[src/logic/dbd_pkg.sv]
// shared constants and types for the dual-bus / interleaved input demux
package dbd_pkg;

   // ----------------------------------------------------------------
   // widths and depths
   // ----------------------------------------------------------------
   localparam int WORD_W = 16;
   localparam int FIFO_DEPTH = 16;
   localparam int STAGE_N = 4;
   localparam int LVL_W = 5;

   // ----------------------------------------------------------------
   // register offsets (byte addresses) and reset values
   // ----------------------------------------------------------------
   localparam logic [7:0] ADDR_CTRL = 8'h00;
   localparam logic [7:0] ADDR_STATUS = 8'h04;
   localparam logic [7:0] CTRL_RESET = 8'h00;

   // ----------------------------------------------------------------
   // field positions
   // ----------------------------------------------------------------
   localparam int CTRL_BUS_INTERLEAVE_SELECT_BIT = 0;
   localparam int CTRL_MARKER_BIT = 1;
   localparam int CTRL_DUALCLK_BIT = 2;
   localparam int CTRL_SEL_LSB = 3;
   localparam int STAT_OVF_BIT = 0;
   localparam int STAT_PHASE_BIT = 1;
   localparam int STAT_LEVEL_LSB = 8;

   // ----------------------------------------------------------------
   // types
   // ----------------------------------------------------------------
   typedef struct packed {
      logic [WORD_W-1:0] chan_a;
      logic [WORD_W-1:0] chan_b;
   } dbd_pair_t;

   typedef struct packed {
      logic [1:0] interp_sel;
      logic dual_clk;
      logic marker_sel;
      logic interleave;
   } dbd_cfg_t;

   typedef enum logic {DBD_PH_A, DBD_PH_B} dbd_phase_t;

endpackage : dbd_pkg

[src/logic/dbd_fifo.sv]
// sample-pair fifo with a registered output stage
`timescale 1ns/1ps
module dbd_fifo
   import dbd_pkg::*;
#(
   parameter int WIDTH = 32,
   parameter int DEPTH = 16
) (
   input wire logic clk_i,
   input wire logic rst_i,
   input wire logic in_valid_i,
   output logic in_ready_o,
   input wire logic [WIDTH-1:0] in_data_i,
   output logic out_valid_o,
   input wire logic out_ready_i,
   output logic [WIDTH-1:0] out_data_o,
   output logic [LVL_W-1:0] level_o
);

   localparam int PW = $clog2(DEPTH);

   logic [WIDTH-1:0] mem [DEPTH];
   logic [PW-1:0] wr_ptr;
   logic [PW-1:0] rd_ptr;
   logic push;
   logic load;

   // ready is honest: only a free slot lets the source push
   assign in_ready_o = (level_o < LVL_W'(DEPTH));
   assign push = in_valid_i && in_ready_o;
   assign load = (level_o != '0) && (!out_valid_o || out_ready_i);

   // storage, no reset needed on the array
   always_ff @(posedge clk_i) begin
      if (push) begin
         mem[wr_ptr] <= in_data_i;
      end
   end

   // pointers and fill level
   always_ff @(posedge clk_i) begin
      if (rst_i) begin
         wr_ptr <= '0;
         rd_ptr <= '0;
         level_o <= '0;
      end else begin
         if (push) begin
            wr_ptr <= PW'(wr_ptr + 1'b1);
         end
         if (load) begin
            rd_ptr <= PW'(rd_ptr + 1'b1);
         end
         level_o <= LVL_W'(level_o + LVL_W'(push) - LVL_W'(load));
      end
   end

   // output register keeps the top outputs on flops
   always_ff @(posedge clk_i) begin
      if (rst_i) begin
         out_valid_o <= 1'b0;
         out_data_o <= '0;
      end else if (load) begin
         out_valid_o <= 1'b1;
         out_data_o <= mem[rd_ptr];
      end else if (out_ready_i) begin
         out_valid_o <= 1'b0;
      end
   end

endmodule : dbd_fifo

[src/logic/dbd_stage_div.sv]
// power-of-two enable divider for the interpolation stages
`timescale 1ns/1ps
module dbd_stage_div
   import dbd_pkg::*;
(
   input wire logic clk_i,
   input wire logic rst_i,
   input wire logic tick_i,
   input wire logic [1:0] sel_i,
   output logic [STAGE_N-1:0] stage_en_o
);

   logic [STAGE_N-1:0] cnt;

   // low k+1 bits set: stage k fires at the base rate over 2^(k+1)
   function automatic logic [STAGE_N-1:0] dbd_ones(input int k);
      dbd_ones = STAGE_N'((1 << (k + 1)) - 1);
   endfunction : dbd_ones

   // free-running count, no phase strobe so devices may not align
   always_ff @(posedge clk_i) begin
      if (rst_i) begin
         cnt <= '0;
      end else if (tick_i) begin
         cnt <= STAGE_N'(cnt + 1'b1);
      end
   end

   // only the first sel+1 stages run
   always_ff @(posedge clk_i) begin
      if (rst_i) begin
         stage_en_o <= '0;
      end else begin
         for (int k = 0; k < STAGE_N; k++) begin
            stage_en_o[k] <= tick_i && (k <= int'(sel_i)) && ((cnt & dbd_ones(k)) == dbd_ones(k));
         end
      end
   end

   // ----------------------------------------------------------------
   // checks
   // ----------------------------------------------------------------
   property p_stage_nest;
      @(posedge clk_i) disable iff (rst_i) stage_en_o[1] |-> stage_en_o[0];
   endproperty
   a_stage_nest: assert property (p_stage_nest) else $error("slower stage fired without faster one");

   property p_two_x_one;
      @(posedge clk_i) disable iff (rst_i) ($past(sel_i) == 2'h0) |-> (stage_en_o[3:1] == 3'h0);
   endproperty
   a_two_x_one: assert property (p_two_x_one) else $error("extra stage running at 2x");

   property p_half_rate;
      @(posedge clk_i) disable iff (rst_i) (stage_en_o[0] && tick_i) |=> !stage_en_o[0];
   endproperty
   a_half_rate: assert property (p_half_rate) else $error("first stage not at half rate");

endmodule : dbd_stage_div

[src/logic/dbd_input_demux.sv]
// input bus capture, interleave demux and stage clocking for the converter
//
// What this block does
// - interleave bit low selects dual-bus mode
// - dual-bus: I on first, Q on second
// - interleave bit high: both words from first bus
// - interleaved words alternate into channels A, B
// - gate mode: first word after gate rise is A
// - then words alternate B, A per edge
// - marker mode: marker high means channel B
// - interleaved: first stage at half input rate
// - first-stage divider has no synchronization means
// - two-clock bit high selects dual-clock mode
// - dual-clock: stages run from sample-rate clock
// - stage k runs at sample clock over 2^(k+1)
// - 2x: one stage; 4x: half and quarter
`timescale 1ns/1ps
module dbd_input_demux
   import dbd_pkg::*;
(
   input wire logic clk_i,
   input wire logic rst_i,
   // wishbone classic slave
   input wire logic wb_cyc_i,
   input wire logic wb_stb_i,
   input wire logic wb_we_i,
   input wire logic [31:0] wb_adr_i,
   input wire logic [3:0] wb_sel_i,
   input wire logic [31:0] wb_dat_i,
   output logic [31:0] wb_dat_o,
   output logic wb_ack_o,
   // pins from the baseband source
   input wire logic [WORD_W-1:0] first_input_bus_i,
   input wire logic [WORD_W-1:0] second_input_bus_i,
   input wire logic transmit_gate_i,
   input wire logic channel_marker_i,
   input wire logic low_rate_input_clock_i,
   input wire logic sample_rate_clock_in_i,
   // sample pairs towards the interpolation path
   output logic samp_valid_o,
   input wire logic samp_ready_i,
   output dbd_pair_t samp_o,
   output logic [STAGE_N-1:0] stage_en_o,
   output logic first_interp_stage_en_o
);

   // ----------------------------------------------------------------
   // declarations
   // ----------------------------------------------------------------
   dbd_cfg_t cfg;
   logic ovf;
   dbd_phase_t phase;
   logic [WORD_W-1:0] a_s1, a_s2, b_s1, b_s2, hold_a;
   logic gate_s1, gate_s2, mark_s1, mark_s2;
   logic low_rate_input_clock_s1, low_rate_input_clock_s2, low_rate_input_clock_s3, sample_rate_clock_in_s1, sample_rate_clock_in_s2, sample_rate_clock_in_s3;
   logic gate_last;
   logic cap, gate_rise, base_tick;
   logic push_v, fifo_ready;
   dbd_pair_t push_d;
   logic [LVL_W-1:0] level;
   logic wb_req, wb_wr;

   // ----------------------------------------------------------------
   // pin synchronisers
   // ----------------------------------------------------------------
   // two flops on every pin, a third on the clocks for edge detect; data and its clock see the same delay
   always_ff @(posedge clk_i) begin
      if (rst_i) begin
         {a_s1, a_s2, b_s1, b_s2} <= '0;
         {gate_s1, gate_s2, mark_s1, mark_s2} <= 4'h0;
         {low_rate_input_clock_s1, low_rate_input_clock_s2, low_rate_input_clock_s3} <= 3'h0;
         {sample_rate_clock_in_s1, sample_rate_clock_in_s2, sample_rate_clock_in_s3} <= 3'h0;
      end else begin
         a_s1 <= first_input_bus_i;
         a_s2 <= a_s1;
         b_s1 <= second_input_bus_i;
         b_s2 <= b_s1;
         gate_s1 <= transmit_gate_i;
         gate_s2 <= gate_s1;
         mark_s1 <= channel_marker_i;
         mark_s2 <= mark_s1;
         low_rate_input_clock_s1 <= low_rate_input_clock_i;
         low_rate_input_clock_s2 <= low_rate_input_clock_s1;
         low_rate_input_clock_s3 <= low_rate_input_clock_s2;
         sample_rate_clock_in_s1 <= sample_rate_clock_in_i;
         sample_rate_clock_in_s2 <= sample_rate_clock_in_s1;
         sample_rate_clock_in_s3 <= sample_rate_clock_in_s2;
      end
   end

   // rising edges of the input clock mark a word; the pin clocks
   // must stay below half of clk_i to be seen at all
   assign cap = low_rate_input_clock_s2 && !low_rate_input_clock_s3;
   assign gate_rise = cap && gate_s2 && !gate_last;

   // gate seen high on a capture edge; any low spell clears it, so a
   // fall and rise between word edges still restarts at channel A
   always_ff @(posedge clk_i) begin
      if (rst_i) begin
         gate_last <= 1'b0;
      end else if (!gate_s2) begin
         gate_last <= 1'b0;
      end else if (cap) begin
         gate_last <= 1'b1;
      end
   end

   // ----------------------------------------------------------------
   // word steering
   // ----------------------------------------------------------------
   // builds one A/B pair per push; second bus ignored when interleaved
   always_ff @(posedge clk_i) begin
      if (rst_i) begin
         phase <= DBD_PH_A;
         hold_a <= '0;
         push_v <= 1'b0;
         push_d <= '0;
      end else begin
         push_v <= 1'b0;
         if (cap) begin
            if (!cfg.interleave) begin
               push_v <= 1'b1;
               push_d <= '{chan_a: a_s2, chan_b: b_s2};
               phase <= DBD_PH_A;
            end else if (cfg.marker_sel) begin
               if (mark_s2) begin
                  push_v <= 1'b1;
                  push_d <= '{chan_a: hold_a, chan_b: a_s2};
                  phase <= DBD_PH_A;
               end else begin
                  hold_a <= a_s2;
                  phase <= DBD_PH_B;
               end
            end else if (gate_s2) begin
               if (gate_rise || phase == DBD_PH_A) begin
                  hold_a <= a_s2;
                  phase <= DBD_PH_B;
               end else begin
                  push_v <= 1'b1;
                  push_d <= '{chan_a: hold_a, chan_b: a_s2};
                  phase <= DBD_PH_A;
               end
            end else begin
               // gate low: words are not taken, next rise restarts at A
               phase <= DBD_PH_A;
            end
         end
      end
   end

   // ----------------------------------------------------------------
   // fifo towards the interpolation path
   // ----------------------------------------------------------------
   // the pins cannot be stalled, so a full fifo drops and flags
   dbd_fifo #(
      .WIDTH($bits(dbd_pair_t)),
      .DEPTH(FIFO_DEPTH)
   ) u_fifo (
      .clk_i(clk_i),
      .rst_i(rst_i),
      .in_valid_i(push_v),
      .in_ready_o(fifo_ready),
      .in_data_i(push_d),
      .out_valid_o(samp_valid_o),
      .out_ready_i(samp_ready_i),
      .out_data_o(samp_o),
      .level_o(level)
   );

   // ----------------------------------------------------------------
   // stage clocking
   // ----------------------------------------------------------------
   // dual-clock: sample-rate pin paces the stages; else clk_i stands in
   assign base_tick = cfg.dual_clk ? (sample_rate_clock_in_s2 && !sample_rate_clock_in_s3) : 1'b1;

   dbd_stage_div u_div (
      .clk_i(clk_i),
      .rst_i(rst_i),
      .tick_i(base_tick),
      .sel_i(cfg.interp_sel),
      .stage_en_o(stage_en_o)
   );

   // first stage input: one pulse per pair, half the interleaved word
   // rate; the pair phase has no strobe to align several devices
   always_ff @(posedge clk_i) begin
      if (rst_i) begin
         first_interp_stage_en_o <= 1'b0;
      end else begin
         first_interp_stage_en_o <= cfg.interleave ? push_v : cap;
      end
   end

   // ----------------------------------------------------------------
   // register bus
   // ----------------------------------------------------------------
   assign wb_req = wb_cyc_i && wb_stb_i;
   assign wb_wr = wb_req && wb_we_i && wb_ack_o;

   // ack one cycle after the request, dropped the cycle after
   always_ff @(posedge clk_i) begin
      if (rst_i) begin
         wb_ack_o <= 1'b0;
      end else begin
         wb_ack_o <= wb_req && !wb_ack_o;
      end
   end

   // mode register; writes land on the edge that sees ack
   always_ff @(posedge clk_i) begin
      if (rst_i) begin
         cfg <= dbd_cfg_t'(CTRL_RESET[$bits(dbd_cfg_t)-1:0]);
      end else if (wb_wr && wb_sel_i[0] && wb_adr_i[7:0] == ADDR_CTRL) begin
         cfg.interleave <= wb_dat_i[CTRL_BUS_INTERLEAVE_SELECT_BIT];
         cfg.marker_sel <= wb_dat_i[CTRL_MARKER_BIT];
         cfg.dual_clk <= wb_dat_i[CTRL_DUALCLK_BIT];
         cfg.interp_sel <= wb_dat_i[CTRL_SEL_LSB +: 2];
      end
   end

   // overflow is sticky, write one clears, a new drop wins
   always_ff @(posedge clk_i) begin
      if (rst_i) begin
         ovf <= 1'b0;
      end else if (push_v && !fifo_ready) begin
         ovf <= 1'b1;
      end else if (wb_wr && wb_sel_i[0] && wb_adr_i[7:0] == ADDR_STATUS && wb_dat_i[STAT_OVF_BIT]) begin
         ovf <= 1'b0;
      end
   end

   // read data loads on the edge that raises ack; unmapped reads return zero
   always_ff @(posedge clk_i) begin
      if (rst_i) begin
         wb_dat_o <= '0;
      end else if (wb_req && !wb_ack_o) begin
         wb_dat_o <= '0;
         unique case (wb_adr_i[7:0])
            ADDR_CTRL: wb_dat_o[CTRL_SEL_LSB+1:0] <= {cfg.interp_sel, cfg.dual_clk, cfg.marker_sel, cfg.interleave};
            ADDR_STATUS: begin
               wb_dat_o[STAT_OVF_BIT] <= ovf;
               wb_dat_o[STAT_PHASE_BIT] <= (phase == DBD_PH_B);
               wb_dat_o[STAT_LEVEL_LSB +: LVL_W] <= level;
            end
            default: wb_dat_o <= '0;
         endcase
      end
   end

   // ----------------------------------------------------------------
   // checks
   // ----------------------------------------------------------------
   property p_dual_every_edge;
      @(posedge clk_i) disable iff (rst_i) (cap && !cfg.interleave) |=> push_v;
   endproperty
   a_dual_every_edge: assert property (p_dual_every_edge) else $error("dual-bus word not pushed");

   property p_dual_both;
      @(posedge clk_i) disable iff (rst_i)
         (cap && !cfg.interleave) |=> push_d.chan_a == $past(a_s2) && push_d.chan_b == $past(b_s2);
   endproperty
   a_dual_both: assert property (p_dual_both) else $error("dual-bus pair mismatched");

   property p_il_first_bus;
      @(posedge clk_i) disable iff (rst_i) (push_v && $past(cfg.interleave)) |-> push_d.chan_b == $past(a_s2);
   endproperty
   a_il_first_bus: assert property (p_il_first_bus) else $error("interleaved B not from first bus");

   property p_il_alternate;
      @(posedge clk_i) disable iff (rst_i)
         (push_v && $past(cfg.interleave) && !$past(cfg.marker_sel)) |-> phase == DBD_PH_A;
   endproperty
   a_il_alternate: assert property (p_il_alternate) else $error("phase not back to A after pair");

   property p_gate_first_a;
      @(posedge clk_i) disable iff (rst_i)
         (gate_rise && cfg.interleave && !cfg.marker_sel) |=> phase == DBD_PH_B && hold_a == $past(a_s2) && !push_v;
   endproperty
   a_gate_first_a: assert property (p_gate_first_a) else $error("word after gate rise not channel A");

   property p_b_then_a;
      @(posedge clk_i) disable iff (rst_i)
         (cap && cfg.interleave && !cfg.marker_sel && gate_s2 && !gate_rise && phase == DBD_PH_B)
         |=> push_v && phase == DBD_PH_A;
   endproperty
   a_b_then_a: assert property (p_b_then_a) else $error("channel B word not paired");

   property p_marker_b;
      @(posedge clk_i) disable iff (rst_i)
         (cap && cfg.interleave && cfg.marker_sel && mark_s2) |=> push_v && push_d.chan_b == $past(a_s2);
   endproperty
   a_marker_b: assert property (p_marker_b) else $error("marked word not channel B");

   property p_first_interp_stage_pair;
      @(posedge clk_i) disable iff (rst_i) (push_v && cfg.interleave) |=> first_interp_stage_en_o;
   endproperty
   a_first_interp_stage_pair: assert property (p_first_interp_stage_pair) else $error("first stage missed a pair");

   property p_dualclk_tick;
      @(posedge clk_i) disable iff (rst_i) (cfg.dual_clk && base_tick) |=> !base_tick || !cfg.dual_clk;
   endproperty
   a_dualclk_tick: assert property (p_dualclk_tick) else $error("stage tick not from sample clock");

   c_dual_push: cover property (@(posedge clk_i) disable iff (rst_i) cap && !cfg.interleave ##1 push_v);
   c_gate_pair: cover property (@(posedge clk_i) disable iff (rst_i) gate_rise ##[1:40] (push_v && cfg.interleave));
   c_marker_pair: cover property (@(posedge clk_i) disable iff (rst_i) cfg.marker_sel && push_v);
   c_overflow: cover property (@(posedge clk_i) disable iff (rst_i) push_v && !fifo_ready);

endmodule : dbd_input_demux

[config.mk]
export PLATFORM = sky130hd
export DESIGN_NAME = dbd_input_demux
export DESIGN_NICKNAME = d
export VERILOG_FILES = /design/src/logic/dbd_pkg.sv /design/src/logic/dbd_fifo.sv /design/src/logic/dbd_stage_div.sv /design/src/logic/dbd_input_demux.sv
export SDC_FILE = /design/constraint.sdc
export NUM_CORES = 1
export LEC_CHECK = 0
export BUFFER_PORTS_ARGS = -buffer_cell sky130_fd_sc_hd__buf_2
export CAP_MARGIN = 40
export CORE_MARGIN = 2
export CORE_UTILIZATION = 60
export CTS_CLUSTER_SIZE = 14
export DETAILED_ROUTE_END_ITERATION = 7
export GPL_ROUTABILITY_DRIVEN = 0
export PLACE_DENSITY = 0.79
export SYNTH_ARGS = -nofsm -noshare
export SYNTH_HDL_FRONTEND = slang
export SYNTH_SLANG_ARGS = --single-unit
[constraint.sdc]
create_clock -name clk_i -period 4.5 [get_ports clk_i]
set_input_delay 0.9 -clock clk_i [delete_from_list [all_inputs] [get_ports clk_i]]
set_output_delay 0.9 -clock clk_i [all_outputs]
set_load 0.01 [all_outputs]
# Yosys cells after proc, flatten, opt, wreduce, memory -nomap -nowiden
# Memories as Yosys holds them, arrays and structs flattened. A register that Yosys moved wholly into a read port is not among the register bits.
# Index checks and enable logic that the tools add are counted.
# word_totals
regBits,165
ram_bits,512
in_bits,110
word_cells,125
memories,1
# mem_list
memory,depth,word_bits,rd,rd_ports_with_merged_regs,write_ports,line,text
u_fifo.mem,16,32,1,1,1,dbd_fifo.sv:22,logic [WIDTH-1:0] mem [DEPTH];
# op_classes
addsub,5
n_lt_le_gt_ge,4
eq_ne,8
n_mux,30
n_bitwise,3
reduce_logical,40
# ops
op,n
two-way mux 32 bit,5
two-way mux 16 bit,4
logical AND 1 bit,22
two-way mux 1 bit,18
"adder 4 x 1 -> 4 bit, second input constant",3
"== test 8 x 3 -> 1 bit, second input constant",1
logical NOT 8 bit,1
nonzero test 2 bit,4
logical NOT 1 bit,6
adder 5 x 1 -> 5 bit,1
"< comparator 5 bit, second input constant",1
two-way mux 5 bit,1
AND reduction 5 bit,1
nonzero test 5 bit,1
subtractor 5 x 1 -> 5 bit,1
"== test 4 bit, second input constant",1
"less-or-equal comparator 2 bit, first input constant",2
case mux 2 bit (2 select lines),1
AND reduction 4 bit,1
OR reduction 2 bit,2
"== test 3 bit, second input constant",1
two-way mux 3 bit,1
"!= test 3 x 1 -> 1 bit, second input constant",1
"!= test 3 x 2 -> 1 bit, second input constant",1
other kinds (6),9

# Longest topological paths before layout
# Gate-level depths: netlist (run 1).
# depth
word_depth,9
mapped_depth,14

# Modules after synthesis
# From an unflattened synthesis (run 1), not the netlist that was laid out.
# hier_totals
hier_cells,1477
area_unflattened_um2,26674.3
# modules_own_cells
mod,n_inst,cells_each,area_per_inst_um2,seq_area_each_um2
dbd_fifo,1,954,21101.5,16295.6
dbd_input_demux,1,495,5252.5,2862.7
dbd_stage_div,1,28,320.3,160.2

# Worst setup path after synthesis (run 1)
# Ideal clock, no wire load.
# synth_path
path_kind,reg2reg
startpoint,register push_v
endpoint,"memory u_fifo.mem[3][0], enable pin"
t_arrival_ps,3105
slack_ps,933
stages_incl_launch_ff,5
path_buffers,1
cell_sequence,dfxtp_1 nor2b_1 clkbuf_1 nand2_1 nor3_1
# synth_between
elab_chain_len,3
# synth_rtl
item,line,text
"start, declared",dbd_input_demux.sv:58,"logic push_v, fifo_ready;"
"start signal, assigned",dbd_input_demux.sv:116,push_v <= 1'b0;
"start signal, assigned",dbd_input_demux.sv:119,push_v <= 1'b0;
"start signal, assigned",dbd_input_demux.sv:122,push_v <= 1'b1;
logical AND 1 bit,dbd_fifo.sv:30,assign push = in_valid_i && in_ready_o;
via u_fifo.push,dbd_fifo.sv:25,logic push;
two-way mux 1 bit,dbd_fifo.sv:35,if (push) begin
two-way mux 1 bit (implied by the code),dbd_fifo.sv:36,mem[wr_ptr] <= in_data_i;
"end, declared",dbd_fifo.sv:22,
# The timed path passes the listed nets, and every way through them passes these cells.

# Worst setup path after layout (run 1)
# layout_path
startpoint,register u_fifo.level_o[3]
endpoint,register u_fifo.level_o[4]
# layout_between
elab_chain_len,4
# layout_rtl
item,line,text
"start, declared",dbd_fifo.sv:17,output logic [LVL_W-1:0] level_o
"start signal, assigned",dbd_fifo.sv:53,level_o <= LVL_W'(level_o + LVL_W'(push) - LVL_W'(load));
< comparator 5 bit,dbd_fifo.sv:29,assign in_ready_o = (level_o < LVL_W'(DEPTH));
logical AND 1 bit,dbd_fifo.sv:30,
adder 5 x 1 -> 5 bit,dbd_fifo.sv:53,
subtractor 5 x 1 -> 5 bit *,dbd_fifo.sv:53,
# Every way passes the cells marked *; elsewhere a longest branch is shown, timed or not.
# A chain may end at the register's enable or synchronous reset.

==> results.sh, run 1 <==
export IMPL_status="finished, final reports clean"
export IMPL_ys_async_sr_fraction_pct=0
export IMPL_synth_mux_area_fraction_pct=14.9
export IMPL_p_sw_mw=3.81
export IMPL_synth_compound_area_share_pct=3.43
export IMPL_synth_top_cell_area_share_pct=58.2
export IMPL_synth_simple_gate_area_share_pct=5.13
export IMPL_final_cell_mix="edfxtp_1 (512), dfxtp_1 (193), mux4_2 (128)"
export IMPL_power_density_nw_per_um2=518
export IMPL_rsz0062_at_grt="false"
export IMPL_route_detailed_drc=0
export IMPL_seq_area_um2=19300
export IMPL_worstReg2RegEnd="u_fifo.level_o[4]"
export IMPL_ys_ff_latch=709
export IMPL_synth_xor_area_share_pct=0.365
export IMPL_final_common_cell="edfxtp_1"
export IMPL_finalSetupTns_ns=0
export IMPL_clk_pin_slew_ns=0.06
export IMPL_drive_above_1_share_pct=25.4
export IMPL_syn2layout_area_growth_pct=13.2
export IMPL_grt_usage_pct=24.3
export IMPL_p_total_mw=15.5
export IMPL_reg2reg_depth=12
export IMPL_synth_avg_cell_area_um2=17.8
export IMPL_synth_edf_count=512
export IMPL_cp_startpoint="u_fifo.level_o[3]"
export IMPL_htree_levels=3
export IMPL_yosysSeqAreaShare_pct=73.1
export IMPL_critPathMaxFanout=6
export IMPL_fin_crit_sh_pct=70.6
export IMPL_wl_per_cell_um=24.2
export IMPL_critPathTopFamily="simple AND/OR/NAND/NOR gates"
export IMPL_p_leak_nw=9.93
export IMPL_required_ns=5.01
export IMPL_critPathSlowestCell="or4b_1"
export IMPL_slew_violations=0
export IMPL_swShare_pct=24.6
export IMPL_synth_top_cell_by_area="edfxtp_1"
export IMPL_peakVddDrop_mv=0.332
export IMPL_cts_tree="done"
export IMPL_fin_worst_skew_ns=0.0258
export IMPL_nets=1733
export IMPL_end_kind="flop"
export IMPL_hold_violations=0
export IMPL_clkSinkCount=709
export IMPL_endpoint="u_fifo.level_o[4]"
export IMPL_dominantRegCellSynth="edfxtp_1"
export IMPL_dpl_instance_area_um2=27700
export IMPL_antenna_cells=0
export IMPL_vias=13667
export IMPL_cts_made_buffers=70
export IMPL_maxCapViolations=0
export IMPL_clock_latency_ns=0.59
export IMPL_viasPerCell=6.07
export IMPL_fin_area_um2=29900
export IMPL_grt_pass1_vias=13587
export IMPL_core_um2=43300
export IMPL_max_stage_delay_ns=0.58
export IMPL_hold_path_class="flop to flop"
export IMPL_first_pass_iters=7
export IMPL_cts_resized=0
export IMPL_multi_input_area_um2=6700
export IMPL_utilization_pct=69.1
export IMPL_antenna_found_initial=0
export IMPL_comb_power_share_pct=15.8
export IMPL_io_buffers=104
export IMPL_crit_top_cell="ha_1"
export IMPL_reg2reg_slack_ns=1.33
export IMPL_p_int_mw=11.7
export IMPL_grt_pass1_wl_um=81300
export IMPL_synth_top_family_by_area="multiplexers"
export IMPL_synth_area_leaders="edfxtp_1 (58%), dfxtp_1 (15%), mux4_2 (11%), mux2i_1 (2.6%), nor2b_1 (1.9%)"
export IMPL_ys_warn_count=0
export IMPL_start_util_pct=61.1
export IMPL_postCtsHoldBufs=0
export IMPL_clock_fmax_mhz=315
export IMPL_start_kind="flop"
export IMPL_synth_fa_ha_area_share_pct=0.691
export IMPL_die_w_um=214
export IMPL_synth_distinct_cells=44
export IMPL_arrival_ns=3.69
export IMPL_clock_path_buffers=3
export IMPL_path_cells="inv_1, ha_1, or4b_1, and2_1, ha_1, inv_1, ha_1, fa_1, a21oi_1, nor2_1, or3_1, a21oi_1"
export IMPL_die_area_um2=45700
export IMPL_crit_cells=12
export IMPL_p_clk_share_pct=35.6
export IMPL_synthCells=1488
export IMPL_wirelength_um=54400
export IMPL_ios=181
export IMPL_crit_type="flop to flop"
export IMPL_cts_root_buf="clkbuf_16"
export IMPL_worst_pin_slew_ns=0.940
export IMPL_initialDrtViolationCount=1440
export IMPL_min_period_ns=3.17
export IMPL_dp_cells=2122
export IMPL_hpwl_um=30100
export IMPL_p_seq_share_pct=48.6
export IMPL_cts_setup_buffers=0
export IMPL_grt_max_degree=83
export IMPL_grt_ovfl_total=0
export IMPL_worst_path_buf_inv=2
export IMPL_relSlewSlack_pct=37.2
export IMPL_fin_cells=2250
export IMPL_synth_area_um2=26400
export IMPL_fp_row_count=76
export IMPL_rr_startpoint="u_fifo.level_o[3]"
export IMPL_setup_violations_final=0
export IMPL_die_y_um=214
export IMPL_antenna_left=0
export IMPL_fillers=2669
## worst min path at each step
stage | start | to | cells after the start
floorplan | a_s1[0] | a_s2[0] | 1
global placement | b_s1[15] | b_s2[15] | 1
detailed placement | b_s1[4] | b_s2[4] | 1
CTS | a_s1[14] | a_s2[14] | 1
global route | b_s1[13] | b_s2[13] | 1
finish | a_s1[14] | a_s2[14] | 1
## power groups by stage
| stage | clock network, mW | logic [mW] | registers, mW |
|---|---|---|---|
| floorplan | 0 | 1.91 | 7.55 |
| global placement | 0 | 2.29 | 7.74 |
| detailed placement | 0 | 2.46 | 7.67 |
| CTS | 5.60 | 2.49 | 7.53 |
| global route | 5.85 | 2.65 | 7.57 |
| finish | 5.53 | 2.45 | 7.54 |
## worst register-to-register path, delay by kind of cell, from the launching register on
kind	cells	cell delay (ns)
AOI/OAI and AO/OA	2	0.28
and+or+nand+nor	4	1.27
buffers and inverters	2	0.14
DFF	1	0.34
adders and majority gates	4	1.07
## sequential cells by signal, indices dropped and copies added, names as in the netlist, 5 cells and up
| register | count |
|---|---|
| u_fifo.level_o | 5 |
| b_s2 | 16 |
| u_fifo.out_data_o | 32 |
| a_s2 | 16 |
| wb_dat_o | 10 |
| push_d | 32 |
| a_s1 | 16 |
| u_fifo.mem | 512 |
| hold_a | 16 |
| b_s1 | 16 |
| cfg | 5 |
## stage by stage
| stage | hold WS [ns] | setup WS [ns] |
|---|---|---|
| after floorplan | 0.414 | 0.933 |
| after global placement | 0.421 | 1.20 |
| after detailed placement | 0.421 | 1.22 |
| after CTS | 0.434 | 1.34 |
| after global routing | 0.447 | 1.10 |
| final | 0.430 | 1.33 |
## cells by family after synthesis
| logic type | Yosys count |
|---|---|
| and+or+nand+nor | 271 |
| DFF | 709 |
| adders and majority gates | 14 |
| xor gates and xnor gates | 11 |
| muxes | 230 |
| other | 1 |
| AOI/OAI and AO/OA | 131 |
| buffers and inverters | 121 |
## cells in the mapped netlist, drive strengths merged (30+ instances only)
master    n
nor2b    79
nor2    105
nand3    30
a211oi   32
a221o    32
buf      54
dfxtp   197
a21oi    39
clkbuf   56
edfxtp  512
mux4    128
mux2     34
mux2i    68
## metal layers
layer	wire (µm)	vias to the layer above	track usage (%)
li1	-	5983	-
met3	4100	88	4.58
met5	0	-	0
met4	1150	0	7.71
met2	27200	593	40.0
met1	22000	7003	33.5
## final cells by class
type | instances | share of cell area (%)
inverters | 11 | 0.138
multi-input cells | 679 | 22.4
well taps | 585 | 2.45
clock buffers | 106 | 6.75
repair buffers | 138 | 3.08
flip-flops and latches | 709 | 64.6
clock inverters | 22 | 0.548
Note: power is estimated with default switching activity, not from simulation.
==> inputs of run 2 (changes only) <==
ABC_AREA = 1   (was not set)
CORE_UTILIZATION = 61   (was 60)
PLACE_DENSITY = 0.8   (was 0.79)
clock period = 3.07 ns   (was 4.5 ns; I/O delays follow)
==> run 2 against run 1 <==
Effect of this change:
- the flow now finishes with violations (DRC)
- maximum frequency increased by 29%
- global-route usage increased by 3.7 points
- clock-buffer cell count decreased by 3
- final cell count increased by 69%
- total power increased by 63%
- critical endpoint unchanged
- highest routed layer unchanged
==> results.sh, run 2 <==
export IMPL_status="finished, violations left"
export IMPL_violations="DRC"
export IMPL_reg_top3="u_fifo.mem: 512 flops, push_d: 32 flops, u_fifo.out_data_o: 32 flops"
export IMPL_peakVddDrop_mv=0.595
export IMPL_dp_cells=3675
export IMPL_end_kind="flop"
export IMPL_critPathMaxFanout=3
export IMPL_start_kind="flop"
export IMPL_ios=181
export IMPL_die_w_um=224
export IMPL_hold_start="first_input_bus_i[13]"
export IMPL_clk_pin_slew_ns=0.06
export IMPL_fin_crit_sh_pct=80.0
export IMPL_grt_pass1_vias=20536
export IMPL_clock_fmax_mhz=407
export IMPL_setup_violations_final=0
export IMPL_fin_worst_skew_ns=0.0172
export IMPL_htree_levels=3
export IMPL_grt_pass1_wl_um=108000
export IMPL_io_buffers=104
export IMPL_fin_cells=3806
export IMPL_synth_most_common_cell="nand2_1"
export IMPL_clock_latency_ns=0.61
export IMPL_syn2layout_area_growth_pct=12.1
export IMPL_reg2reg_depth=14
export IMPL_worstReg2RegEnd="u_fifo.level_o[4]"
export IMPL_cts_resized=0
export IMPL_grt_ovfl_total=0
export IMPL_min_period_ns=2.46
export IMPL_worst_pin_slew_ns=0.934
export IMPL_wl_per_cell_um=18.3
export IMPL_required_ns=3.53
export IMPL_initialDrtViolationCount=2652
export IMPL_wl_met2_um=34400
export IMPL_synth_top_cell_by_area="edfxtp_1"
export IMPL_fillers=3255
export IMPL_start_util_pct=61.9
export IMPL_antenna_left=0
export IMPL_arrival_ns=2.91
export IMPL_ys_ff_latch=709
export IMPL_synth_avg_cell_area_um2=9.64
export IMPL_dominantRegCellSynth="edfxtp_1"
export IMPL_synth_area_leaders="edfxtp_1 (52%), dfxtp_1 (13%), nand2_1 (12%), nand3_1 (6.1%), inv_1 (6.1%)"
export IMPL_yosysSeqAreaShare_pct=65.4
export IMPL_hold_ws_ns=0.213
export IMPL_cts_setup_buffers=0
export IMPL_die_area_um2=50200
export IMPL_power_density_nw_per_um2=764
export IMPL_routed_top_layer="met4"
export IMPL_largest_reg_flops=512
export IMPL_nets=3257
export IMPL_grt_max_degree=194
export IMPL_viasPerCell=5.49
export IMPL_cts_tree="done"
export IMPL_clock_path_buffers=3
export IMPL_synth_distinct_cells=32
export IMPL_route_detailed_drc=1
export IMPL_p_leak_nw=14.7
export IMPL_hold_path_class="input pin to flop"
export IMPL_seq_area_um2=19300
export IMPL_synth_commonest_cells="nand2_1 (935), edfxtp_1 (512), inv_1 (478)"
export IMPL_synth_area_um2=29500
export IMPL_fp_row_count=80
export IMPL_rsz0062_at_grt="false"
export IMPL_grt_usage_pct=28.0
export IMPL_p_total_mw=25.3
export IMPL_cts_root_buf="clkbuf_16"
export IMPL_utilization_pct=69.4
export IMPL_relSlewSlack_pct=37.7
export IMPL_synth_edf_count=512
export IMPL_m1WireLength_um=25400
export IMPL_ys_async_sr_fraction_pct=0
export IMPL_slew_violations=0
export IMPL_cp_startpoint="u_fifo.level_o[3]"
export IMPL_hpwl_um=36900
export IMPL_die_y_um=224
export IMPL_wirelength_um=69700
export IMPL_multi_input_area_um2=7580
export IMPL_first_pass_iters=8
export IMPL_vias=20881
export IMPL_finalSetupTns_ns=0
export IMPL_dr_wl_met3_um=7260
export IMPL_final_cell_mix="nand2_1 (935), edfxtp_1 (512), inv_1 (475)"
export IMPL_endpoint="u_fifo.level_o[4]"
export IMPL_core_um2=47700
export IMPL_postCtsHoldBufs=0
export IMPL_rr_startpoint="u_fifo.level_o[3]"
export IMPL_regMostFlops="u_fifo.mem"
export IMPL_ys_warn_count=0
export IMPL_hold_violations=0
export IMPL_clkSinkCount=709
export IMPL_synth_top_cell_area_share_pct=52.0
export IMPL_antenna_found_initial=0
export IMPL_synthCells=3066
export IMPL_maxCapViolations=0
export IMPL_drive_above_1_share_pct=9.24
export IMPL_reg2reg_slack_ns=0.61
export IMPL_final_common_cell="nand2_1"
export IMPL_cts_made_buffers=71
export IMPL_antenna_cells=0
export IMPL_crit_type="flop to flop"
==> run 2: metal layers <==
layer / track usage [%] / up-vias
met1: 35.1 / 9790
met3: 4.70 / 196
met5: 0 / -
met2: 47.6 / 1079
li1: - / 9816
met4: 13.4 / 0
==> run 2: how the worst min path moves through the flow <==
stage          slack, ns  depth (start not counted)                      end
6_report            0.21                          3                 a_s1[13]
5_1_grt             0.21                          3                  b_s1[0]
4_1_cts             0.19                          3                 a_s1[13]
3_5_place_dp        0.40                          2                  a_s2[3]
3_3_place_gp        0.39                          2  low_rate_input_clock_s2
2_1_floorplan       0.39                          2                  a_s2[0]
==> run 2: worst max-delay path, cell delays in order (launching register included) <==
cell and delay, ns:
dfxtp_1 0.33, inv_1 0.09, ha_1 0.16, nand4_1 0.10, nand2_1 0.10, inv_2 0.05
ha_1 0.26, inv_1 0.04, ha_1 0.21, fa_1 0.42, nand2_1 0.08, inv_1 0.04
o21ai_0 0.21, and3_1 0.19, nor3_1 0.04
==> run 2: cell type report <==
| cell class | instances | area share [%] |
|---|---|---|
| flip-flops and latches | 709 | 58.4 |
| well taps | 615 | 2.32 |
| inverters | 483 | 5.51 |
| clock inverters | 28 | 0.960 |
| clock buffers | 103 | 6.53 |
| repair buffers | 150 | 3.42 |
| multi-input cells | 1718 | 22.9 |
==> run 2: cells by family (layout without fill, tap and decap cells) <==
kind of cell / count (synthesis) / in the layout / share of synthesized area [%]
multiplexers: 32 / 32 / 1.08
other: 1 / 22 / 0.0127
flip-flops: 709 / 709 / 65.4
buffers and inverters: 660 / 764 / 9.62
AND/OR/NAND/NOR: 1591 / 1591 / 22.2
AO/OA/AOI/OAI: 57 / 57 / 1.01
XOR/XNOR: 2 / 2 / 0.0593
adder cells (fa/ha/maj): 14 / 14 / 0.618
==> run 2: through the flow <==
stage / instance area, µm² / setup slack (ns)
after floorplan: 29600 / 0.377
after global placement: 30600 / 0.504
after detailed placement: 30600 / 0.469
after CTS: 33100 / 0.621
after global routing: 33100 / 0.441
final: 33100 / 0.613
==> run 2: power by group <==
| group | switching, mW | internal [mW] |
|---|---|---|
| Sequential | 0.304 | 10.6 |
| Clock | 3.55 | 5.49 |
| Combinational | 3.68 | 1.68 |
| Total | 7.53 | 17.8 |
